`src/include/pmilc_map.vh`:
```
// Purpose: constants for the management, interrupt and loopback control block
// Assumes: 16-bit registers, 5-bit register numbers
// Notes: reset values chosen to give documented defaults
`ifndef PMILC_MAP_VH
`define PMILC_MAP_VH
`define PMILC_REG_BASIC 5'h00
`define PMILC_REG_EXTRA 5'h16
`define PMILC_REG_INTR 5'h1b
`define PMILC_REG_CTRL2 5'h1f
`define PMILC_BC_LOOP 14
`define PMILC_BC_SPEED 13
`define PMILC_BC_ANEG 12
`define PMILC_BC_DUPLEX 8
`define PMILC_EX_BCAST_OFF 9
`define PMILC_C2_MDIX_SEL 14
`define PMILC_C2_AUTOX_OFF 13
`define PMILC_C2_IRQ_HIGH 9
`define PMILC_C2_RLOOP 2
`define PMILC_BASIC_RST 16'h3100
`define PMILC_EXTRA_RST 16'h0000
`define PMILC_CTRL2_RST 16'h0000
`define PMILC_INTEN_RST 8'h00
`define PMILC_INTST_RST 8'h00
`define PMILC_PREAMBLE_LEN 6'd32
`define PMILC_SENSE_CYCLES 16'h0fa0
`endif

```
`src/pmilc_ctrl.v`:
```
// Purpose: serial management slave, interrupt register, crossover and loopback control
// Assumes: mgmt clock well below mclk/4, sampled with two flops
// Notes: data changes after the mgmt clock rising edge, sampled by host on the next rising edge
`include "pmilc_map.vh"

module pmilc_ctrl #(
  parameter REDUCED_PIN = 0,
  parameter [15:0] SENSE_CYCLES = `PMILC_SENSE_CYCLES
) (
  input wire mclk,
  input wire rst_n,
  input wire mgmt_clk,
  input wire mgmt_data_in,
  output reg mgmt_data_out_ff,
  output reg mgmt_data_oe_ff,
  input wire [2:0] unique_addr_strap,
  input wire broadcast_disable_strap,
  input wire [7:0] irq_events,
  output reg irq_out_ff,
  input wire link_up_100fd,
  input wire partner_on_pair_a,
  input wire partner_on_pair_b,
  output reg tx_on_pair_b_ff,
  output reg local_loop_ff,
  output reg loop_to_line_ff,
  output reg remote_loop_ff
);
  localparam ST_IDLE = 3'd0;
  localparam ST_START = 3'd1;
  localparam ST_HDR = 3'd2;
  localparam ST_TA = 3'd3;
  localparam ST_DATA = 3'd4;

  reg [1:0] mc_sync_ff;
  reg [1:0] md_sync_ff;
  reg mc_prev_ff;
  reg strap_done_ff;
  reg [2:0] addr_ff;
  reg bcast_strap_ff;
  reg [3:0] strap_s1_ff;
  reg [3:0] strap_s2_ff;
  reg [2:0] state_ff;
  reg [5:0] cnt_ff;
  reg [11:0] hdr_ff;
  reg is_read_ff;
  reg hit_ff;
  reg [15:0] shift_ff;
  reg [15:0] basic_ff;
  reg [15:0] extra_ff;
  reg [7:0] int_en_ff;
  reg [7:0] int_st_ff;
  reg [15:0] ctrl2_ff;
  reg [1:0] sense_ff [0:1];
  reg [15:0] sense_cnt_ff;
  reg auto_sel_ff;

  wire mc_rise = mc_sync_ff[1] & ~mc_prev_ff;
  wire md = md_sync_ff[1];
  wire bcast_on = ~bcast_strap_ff & ~extra_ff[`PMILC_EX_BCAST_OFF];
  wire [4:0] phy_adr = hdr_ff[9:5];
  wire [4:0] reg_adr = hdr_ff[4:0];
  wire addr_hit = (phy_adr == {2'b00, addr_ff}) | (bcast_on & (phy_adr == 5'h00));
  wire rd_op = (hdr_ff[11:10] == 2'b10);
  // header decides here; frame flags still belong to the last frame
  wire read_int = mc_rise & (state_ff == ST_TA) & (cnt_ff == 6'd0) & addr_hit & rd_op
    & (reg_adr == `PMILC_REG_INTR);
  wire wr_done = mc_rise & (state_ff == ST_DATA) & (cnt_ff == 6'd15) & hit_ff & ~is_read_ff;
  wire [15:0] wr_word = {shift_ff[14:0], md};
  wire irq_act = |(int_en_ff & int_st_ff);

  // register read mux; unmapped numbers read zero
  function [15:0] rd_mux;
    input [4:0] a;
    begin
      if (a == `PMILC_REG_BASIC) begin
        rd_mux = basic_ff;
      end else if (a == `PMILC_REG_EXTRA) begin
        rd_mux = extra_ff;
      end else if (a == `PMILC_REG_INTR) begin
        rd_mux = {int_en_ff, int_st_ff};
      end else if (a == `PMILC_REG_CTRL2) begin
        rd_mux = ctrl2_ff;
      end else begin
        rd_mux = 16'h0000;
      end
    end
  endfunction

  // local loopback decode: loop on, autoneg off, full duplex
  function loop_req;
    input [15:0] b;
    begin
      loop_req = b[`PMILC_BC_LOOP] & ~b[`PMILC_BC_ANEG] & b[`PMILC_BC_DUPLEX];
    end
  endfunction

  always @(posedge mclk) begin
    if (!rst_n) begin
      mc_sync_ff <= 2'b00;
      md_sync_ff <= 2'b11;
      mc_prev_ff <= 1'b0;
    end else begin
      mc_sync_ff <= {mc_sync_ff[0], mgmt_clk};
      md_sync_ff <= {md_sync_ff[0], mgmt_data_in};
      mc_prev_ff <= mc_sync_ff[1];
    end
  end

  // strap pins pass two flops before capture
  always @(posedge mclk) begin
    strap_s1_ff <= {broadcast_disable_strap, unique_addr_strap};
    strap_s2_ff <= strap_s1_ff;
  end

  // straps captured on the first clock after reset release
  always @(posedge mclk) begin
    if (!rst_n) begin
      strap_done_ff <= 1'b0;
      addr_ff <= 3'b000;
      bcast_strap_ff <= 1'b0;
    end else if (!strap_done_ff) begin
      strap_done_ff <= 1'b1;
      addr_ff <= strap_s2_ff[2:0];
      bcast_strap_ff <= strap_s2_ff[3];
    end
  end

  // frame engine
  always @(posedge mclk) begin
    if (!rst_n) begin
      state_ff <= ST_IDLE;
      cnt_ff <= 6'd0;
      hdr_ff <= 12'h000;
      is_read_ff <= 1'b0;
      hit_ff <= 1'b0;
      shift_ff <= 16'h0000;
      mgmt_data_out_ff <= 1'b0;
      mgmt_data_oe_ff <= 1'b0;
    end else if (mc_rise) begin
      case (state_ff)
        ST_IDLE: begin
          mgmt_data_oe_ff <= 1'b0;
          if (md) begin
            if (cnt_ff != `PMILC_PREAMBLE_LEN) begin
              cnt_ff <= cnt_ff + 6'd1;
            end
          end else if (cnt_ff == `PMILC_PREAMBLE_LEN) begin
            state_ff <= ST_START;
            cnt_ff <= 6'd0;
          end else begin
            cnt_ff <= 6'd0;
          end
        end
        ST_START: begin
          if (md) begin
            state_ff <= ST_HDR;
            cnt_ff <= 6'd0;
          end else begin
            state_ff <= ST_IDLE;
            cnt_ff <= 6'd0;
          end
        end
        ST_HDR: begin
          hdr_ff <= {hdr_ff[10:0], md};
          if (cnt_ff == 6'd11) begin
            state_ff <= ST_TA;
            cnt_ff <= 6'd0;
          end else begin
            cnt_ff <= cnt_ff + 6'd1;
          end
        end
        ST_TA: begin
          if (cnt_ff == 6'd0) begin
            // opcode 10 read, 01 write, else drop frame
            is_read_ff <= rd_op;
            hit_ff <= addr_hit & (hdr_ff[11] ^ hdr_ff[10]);
            if (rd_op && addr_hit) begin
              mgmt_data_out_ff <= 1'b0;
              mgmt_data_oe_ff <= 1'b1;
              shift_ff <= rd_mux(reg_adr);
            end
            cnt_ff <= 6'd1;
          end else begin
            state_ff <= ST_DATA;
            cnt_ff <= 6'd0;
            if (is_read_ff && hit_ff) begin
              mgmt_data_out_ff <= shift_ff[15];
              shift_ff <= {shift_ff[14:0], 1'b0};
            end
          end
        end
        default: begin
          if (!is_read_ff) begin
            shift_ff <= wr_word;
          end else if (hit_ff && cnt_ff != 6'd15) begin
            mgmt_data_out_ff <= shift_ff[15];
            shift_ff <= {shift_ff[14:0], 1'b0};
          end
          if (cnt_ff == 6'd15) begin
            mgmt_data_oe_ff <= 1'b0;
            state_ff <= ST_IDLE;
            cnt_ff <= 6'd0;
          end else begin
            cnt_ff <= cnt_ff + 6'd1;
          end
        end
      endcase
    end
  end

  // registers and interrupt status; a new event wins over read clear
  always @(posedge mclk) begin
    if (!rst_n) begin
      basic_ff <= `PMILC_BASIC_RST;
      extra_ff <= `PMILC_EXTRA_RST;
      ctrl2_ff <= `PMILC_CTRL2_RST;
      int_en_ff <= `PMILC_INTEN_RST;
      int_st_ff <= `PMILC_INTST_RST;
    end else begin
      if (wr_done) begin
        if (reg_adr == `PMILC_REG_BASIC) begin
          basic_ff <= wr_word;
        end else if (reg_adr == `PMILC_REG_EXTRA) begin
          extra_ff <= wr_word;
        end else if (reg_adr == `PMILC_REG_INTR) begin
          int_en_ff <= wr_word[15:8];
        end else if (reg_adr == `PMILC_REG_CTRL2) begin
          ctrl2_ff <= wr_word;
        end
      end
      int_st_ff <= (read_int ? 8'h00 : int_st_ff) | irq_events;
    end
  end

  // crossover sensing: alternate pairs until the partner is seen
  always @(posedge mclk) begin
    if (!rst_n) begin
      sense_ff[0] <= 2'b00;
      sense_ff[1] <= 2'b00;
      sense_cnt_ff <= 16'h0000;
      auto_sel_ff <= 1'b0;
    end else begin
      sense_ff[0] <= {sense_ff[0][0], partner_on_pair_a};
      sense_ff[1] <= {sense_ff[1][0], partner_on_pair_b};
      if (sense_ff[1][1] && !sense_ff[0][1]) begin
        auto_sel_ff <= 1'b0;
        sense_cnt_ff <= 16'h0000;
      end else if (sense_ff[0][1] && !sense_ff[1][1]) begin
        auto_sel_ff <= 1'b1;
        sense_cnt_ff <= 16'h0000;
      end else if (sense_cnt_ff == SENSE_CYCLES) begin
        auto_sel_ff <= ~auto_sel_ff;
        sense_cnt_ff <= 16'h0000;
      end else begin
        sense_cnt_ff <= sense_cnt_ff + 16'h0001;
      end
    end
  end

  // outputs
  always @(posedge mclk) begin
    if (!rst_n) begin
      irq_out_ff <= 1'b1;
      tx_on_pair_b_ff <= 1'b0;
      local_loop_ff <= 1'b0;
      loop_to_line_ff <= 1'b0;
      remote_loop_ff <= 1'b0;
    end else begin
      irq_out_ff <= (irq_act & ~read_int) ~^ ctrl2_ff[`PMILC_C2_IRQ_HIGH];
      if (ctrl2_ff[`PMILC_C2_AUTOX_OFF]) begin
        tx_on_pair_b_ff <= ctrl2_ff[`PMILC_C2_MDIX_SEL];
      end else begin
        tx_on_pair_b_ff <= auto_sel_ff;
      end
      local_loop_ff <= loop_req(basic_ff);
      loop_to_line_ff <= (REDUCED_PIN == 0) & loop_req(basic_ff);
      remote_loop_ff <= ctrl2_ff[`PMILC_C2_RLOOP] & (link_up_100fd | (basic_ff[`PMILC_BC_SPEED]
        & ~basic_ff[`PMILC_BC_ANEG] & basic_ff[`PMILC_BC_DUPLEX]));
    end
  end
endmodule // pmilc_ctrl

```
`config.mk`:
```
export PLATFORM = sky130hd
export DESIGN_NAME = pmilc_ctrl
export DESIGN_NICKNAME = d
export VERILOG_FILES = /design/src/pmilc_ctrl.v
export VERILOG_INCLUDE_DIRS = /design/src /design/src/include
export SDC_FILE = /design/constraint.sdc
export NUM_CORES = 1
export LEC_CHECK = 0
export ABC_CLOCK_PERIOD_IN_PS = 7900
export BUFFER_PORTS_ARGS = -buffer_cell sky130_fd_sc_hd__buf_4
export CORE_MARGIN = 5
export CORE_UTILIZATION = 35
export DETAILED_ROUTE_END_ITERATION = 12
export PLACE_DENSITY_LB_ADDON = 0.2
export SETUP_SLACK_MARGIN = 0.05
export SLEW_MARGIN = 10
export SYNTH_ARGS = -nofsm -noshare
export SYNTH_HDL_FRONTEND = slang
export SYNTH_SLANG_ARGS = --single-unit
```
`constraint.sdc`:
```
create_clock -name mclk -period 7.9 [get_ports mclk]
set_input_delay 0.395 -clock mclk [delete_from_list [all_inputs] [get_ports mclk]]
set_output_delay 0.395 -clock mclk [all_outputs]
set_load 0.05 [all_outputs]
```
Word-level counts from Yosys, hierarchy flattened
Memory sizes are Yosys's and may differ from the RTL's.
Index checks and enable logic that the tools add are counted.
W data, S select, Z words.
{ "word_totals": {"elab_cells": 168, "output_inout_bits": 7, "ff_bits": 144, "mem_count": 1, "mem_bits_rw": 4, "in_bits": 19} }
{ "memory_table": {"columns": ["name", "depth", "width", "rd", "rd_ports_with_merged_regs", "wr", "line", "rtl"], "rows": [
  ["sense_ff", 2, 2, 2, 0, 2, "pmilc_ctrl.v:53", "reg [1:0] sense_ff [0:1];"]
]} }
{ "op_classes": {"n_reduce_logical": 32, "add_sub_neg": 2, "bitwise": 40, "n_eq_ne": 25, "mux": 41} }
{ "ops": {"columns": ["cell", "count"], "rows": [
  ["$mux W16", 9],
  ["$pmux W16 S2", 1],
  ["$mux W6", 4],
  ["$pmux W6 S4", 1],
  ["$and A1 B1 Y1", 19],
  ["$add A16 B1 Y16 const B", 1],
  ["$eq A16 B12 Y1 const B", 1],
  ["$eq A5 B5 Y1 const B", 3],
  ["$mux W3", 5],
  ["$reduce_and A5 Y1", 3],
  ["$mux W1", 14],
  ["$not A1 Y1", 13],
  ["$eq A6 B4 Y1 const B", 2],
  ["$pmux W3 S4", 1],
  ["$reduce_and A6 Y1", 2],
  ["$logic_not A5 Y1", 2],
  ["$and A8 B8 Y8", 1],
  ["$mux W8", 1],
  ["$ne A2 B2 Y1 const B", 4],
  ["$or A8 B8 Y8", 1],
  ["$reduce_or A8 Y1", 1],
  ["$add A6 B1 Y6 const B", 1],
  ["$eq A3 B2 Y1 const B", 2],
  ["$eq A6 B6 Y1 const B", 1],
  ["other kinds (29)", 47]
]} }

Logic depth before layout (Yosys ltp)
{ "depth": {"word_depth": 10, "depth_mapped": 9} }

Worst setup path before layout
No wires, ideal clock.
{ "synth_path": {"path_type": "flip-flop to flip-flop", "startpoint": "register cnt_ff[0]", "endpoint": "register ctrl2_ff[10]", "required_time_ps": 7772, "arrival_ps": 2484, "path_stages_with_launch": 10, "n_path_buf": 3, "slack_ps": 5288, "period_less_slack_ps": 2612, "path_cell_list": "dfxtp_1 -> ha_1 -> or3b_1 -> clkbuf_1 -> or4_1 -> buf_2 -> nor3_4 -> buf_6 -> mux2i_1 -> nor2_1"} }
{ "synth_between": {"elab_chain_cells": 5} }
{ "synth_lines": {"columns": ["element", "line", "rtl"], "rows": [
  ["from (decl)", "pmilc_ctrl.v:43", "reg [5:0] cnt_ff;"],
  ["from (signal assigned)", "pmilc_ctrl.v:145", "cnt_ff <= cnt_ff + 6'd1;"],
  ["from (signal assigned)", "pmilc_ctrl.v:169", "cnt_ff <= cnt_ff + 6'd1;"],
  ["from (signal assigned)", "pmilc_ctrl.v:204", "cnt_ff <= cnt_ff + 6'd1;"],
  ["$eq A6 B4 Y1", "pmilc_ctrl.v:67", "wire wr_done = mc_rise & (state_ff == ST_DATA) & (cnt_ff == 6'd15) & hit_ff & ~is_read_ff;"],
  ["$and A1 B1 Y1 (3 in series)", "pmilc_ctrl.v:67", null],
  ["$reduce_and A5 Y1 (no source line)", null, null],
  ["to (signal assigned)", "pmilc_ctrl.v:216", "ctrl2_ff <= `PMILC_CTRL2_RST;"],
  ["to (signal assigned)", "pmilc_ctrl.v:228", "ctrl2_ff <= wr_word;"],
  ["to (decl)", "pmilc_ctrl.v:52", "reg [15:0] ctrl2_ff;"]
]} }
Every way passes these cells.
A chain may end at the register's enable or synchronous reset.

Worst setup path after layout
{ "layout_path": {"startpoint": "register cnt_ff[0]", "endpoint": "register ctrl2_ff[4]"} }
Same word-level chain as after synthesis.

==> flow_metrics.py <==
metrics = {
    "route": {
        "avgViaCountPerCell": 5.42,
        "drt_pre_antenna_iters": 5,
        "route.detailed.drc": 0,
        "wirelength_mm": 15.6,
        "detail-route-antenna-nets": 0,
        "dr.first_iter.drc_count": 458,
        "route.vias.total": 5191,
        "wl_per_cell_um": 16.3,
    },
    "sta": {
        "fmax_mhz": 291,
        "finalCritPeriodShare_pct": 43.5,
        "setup_viol": 0,
        "fin_crit_ps": 3440,
        "maxSlewHeadroom_pct": 22.4,
        "fin_worst_skew_ps": 10.9,
        "setup_repair_after_global_routing_missed_its_margin": "no",
        "final_hold_viol_count": 0,
        "timing_max_transition_violations_final": 0,
        "setup_tns_ps": 0,
        "worst_slew_pin_slew_ps": 1160,
    },
    "global_routing": {
        "antenna_found_initial": 0,
        "track_usage_pct": 14.9,
        "grt_pass1_vias": 5088,
        "grt_max_degree": 80,
        "grt_first_pass_wirelength_mm": 26.2,
        "grt.overflow.total": 0,
    },
    "power_and_ir_drop": {
        "vdd.ir_drop.worst_uv": 139,
        "standby_leakage_power_uw": 0.00265,
        "power.density_mw_per_mm2": 218,
        "report.power.total_uw": 1600,
    },
    "clock_network": {
        "tritoncts": "built",
        "cts_resized": 0,
        "ctsRootBufferMaster": "clkbuf_16",
        "clkLatencyLatePin_ps": 430,
        "cts_hold_buffers": 0,
        "clockBufferDepth": 2,
        "postCtsSetupRepairBufs": 0,
        "htreeDepth": 4,
        "tritoncts_buffer_count": 17,
        "clk_pin_slew_worst_paths_ps": 70,
        "clock-sinks": 148,
    },
    "synth": {
        "synth.mux.area_fraction_pct": 13.5,
        "synth_fa_ha_area_share_pct": 0.960,
        "ys_seq_elements": 148,
        "yosys.area.top_type_share_pct": 45.5,
        "synth_edf_count": 0,
        "synth_area_leader_cell": "dfxtp_1",
        "synthTopCellsByArea": "dfxtp_1, mux2i_1, nor2_1, nand2_1, nand4_1",
        "synth_top_family_by_area": "simple AND/OR/NAND/NOR gates",
        "syn-cell-area_mm2": 0.00651,
        "synth-async-reset-ratio_pct": 0,
        "yosys.area_share.xor_xnor_pct": 2.69,
        "synth_compound_gate_area_share_pct": 10.2,
        "seq_area_frac_synth_pct": 45.5,
        "synth_flop_cell": "dfxtp_1",
        "synth_cell_type_count": 56,
        "synth-warning-count": 0,
        "syn-mean-instance-area_um2": 9.03,
        "syn-instance-count": 721,
        "synthesized_area_fraction_occupied_by_and_or_nand_nor_cells_pct": 22.6,
        "mappedNetlistNets": 745,
    },
    "hold_path": {
        "min_path_type": "primary input to register",
    },
    "critical_path": {
        "worst_setup_path_end_kind": "register",
        "critPathLaunchType": "register",
        "cp_cell_sequence": "ha_1 > or3b_1 > or4_1 > nor3_4 > mux2i_1 > nor2_1",
        "crit_path_max_incr_delay_ps": 920,
        "worstPathRequired_ps": 8170,
        "timing.critical_path.slowest_stage_cell": "nor3_4",
        "crit_buf_inv": 0,
        "critical_path_class": "register to register",
        "critical_path_arrival_ps": 3710,
        "critPathTopFamily": "simple AND/OR/NAND/NOR gates",
        "worst-path-max-fanout": 18,
    },
    "flow_run": {
        "max-cap-violations": 0,
    },
    "status": {
        "outcome": "complete, no violations",
    },
    "layout": {
        "final_core_utilization_pct": 40.4,
        "antenna-diode-count": 0,
        "stdcell_count": 957,
        "layout-area-overhead-vs-synth_pct": 12.7,
        "fin_nets": 739,
        "layout.filler_cells": 1793,
        "share_of_post_route_cells_with_drive_strength_above_1_pct": 12.2,
    },
    "floorplan": {
        "die_area_mm2": 0.0214,
        "floorplan.initialDensity_pct": 35.9,
        "die_height_um": 146,
        "core_area_mm2": 0.0181,
        "rows": 49,
        "io_pins": 26,
        "die_x_um": 146,
    },
    "placement": {
        "place_hpwl_mm": 10.2,
        "placedCellCount": 925,
        "finalWeightedCongestion": 0.806,
        "numPortBuffers": 25,
    },
}
[power breakdown]
part	switching, µW	internal [µW]
Sequential	8.87	756
Combinational	25.8	17.6
Clock	367	422
[cells in the mapped netlist (3+ instances only)]
cell,count
dfxtp_1,148
nor2_1,99
nand2_1,71
mux2i_1,70
clkbuf_1,39
nand4_1,36
a21oi_1,33
o21ai_0,21
mux2_2,16
nand3_1,16
or3_1,15
xor2_1,15
o2111ai_1,14
nor3_1,11
and2_1,10
inv_1,9
and3_1,7
a22oi_1,5
a41oi_1,5
buf_2,5
ha_1,5
nand2b_1,5
xnor2_1,5
and4_1,4
buf_1,4
buf_6,4
nor4b_1,4
or2_2,4
a311oi_1,3
a31oi_1,3
nor4_1,3
o221ai_1,3
[registers in the layout, summed over array words and instances (netlist names), 8 cells and up]
name / count
extra_ff: 16
ctrl2_ff: 16
basic_ff: 16
int_st_ff: 8
sense_cnt_ff: 16
hdr_ff: 12
shift_ff: 16
int_en_ff: 8
[final timing paths]
path	slack, ps	cells past startpoint	endpoint	from
worst max-delay path	4460	6	ctrl2_ff[4]	cnt_ff[0]
worst min-delay path	60	1	strap_s1_ff[3]	broadcast_disable_strap
worst max register to register	4460	6	ctrl2_ff[4]	cnt_ff[0]
worst min register to register	330	0	strap_s2_ff[3]	strap_s1_ff[3]
[final cells by class]
| type | count | area [µm²] | area share [%] |
|---|---|---|---|
| Clock buffer | 17 | 425 | 5.80 |
| Timing Repair Buffer | 29 | 218 | 2.97 |
| Multi-Input combinational cell | 510 | 3260 | 44.5 |
| Clock inverter | 15 | 150 | 2.05 |
| Tap cell | 229 | 287 | 3.90 |
| Sequential cell | 148 | 2960 | 40.4 |
| Inverter | 9 | 33.8 | 0.460 |
[stage by stage]
| stage | area, µm² | hold slack, ps | setup slack (ps) |
|---|---|---|---|
| 6_report | 7340 | 64.3 | 4460 |
| 5_1_grt | 7340 | 38.3 | 4250 |
| 4_1_cts | 7340 | 40.8 | 4460 |
| 3_5_place_dp | 6760 | 315 | 4500 |
| 3_3_place_gp | 6760 | 310 | 4550 |
| 2_1_floorplan | 6510 | 310 | 5290 |
[layout by cell type (no fill, tap or decap), types with 3 or more instances in the layout]
cell / n
dfxtp_1: 148
nor2_1: 99
nand2_1: 71
mux2i_1: 70
nand4_1: 36
a21oi_1: 33
buf_4: 29
o21ai_0: 21
clkbuf_16: 17
mux2_2: 16
nand3_1: 16
or3_1: 15
xor2_1: 15
o2111ai_1: 14
and2_1: 10
nor3_1: 10
inv_1: 8
and3_1: 7
inv_6: 7
nand2b_1: 5
a41oi_1: 5
a22oi_1: 5
xnor2_1: 5
ha_1: 5
inv_8: 5
and4_1: 4
or2_2: 4
nor4b_1: 4
nor4_1: 3
a311oi_1: 3
a31oi_1: 3
o221ai_1: 3
[logic make-up after synthesis]
family | count (synthesis)
XOR/XNOR | 20
adder cells (fa/ha/maj) | 5
AO/OA/AOI/OAI | 101
AND/OR/NAND/NOR | 298
flip-flops | 148
buffers and inverters | 63
multiplexers | 86
[metal layers]
metal	vias up	track usage [%]	share of wire [%]
met3	22	3.38	4.9
met4	0	6.44	1.7
li1	2561	-	-
met5	-	0	0
met1	2464	21.3	51
met2	144	21.5	43
No activity file was read; power rests on OpenSTA's default activity.
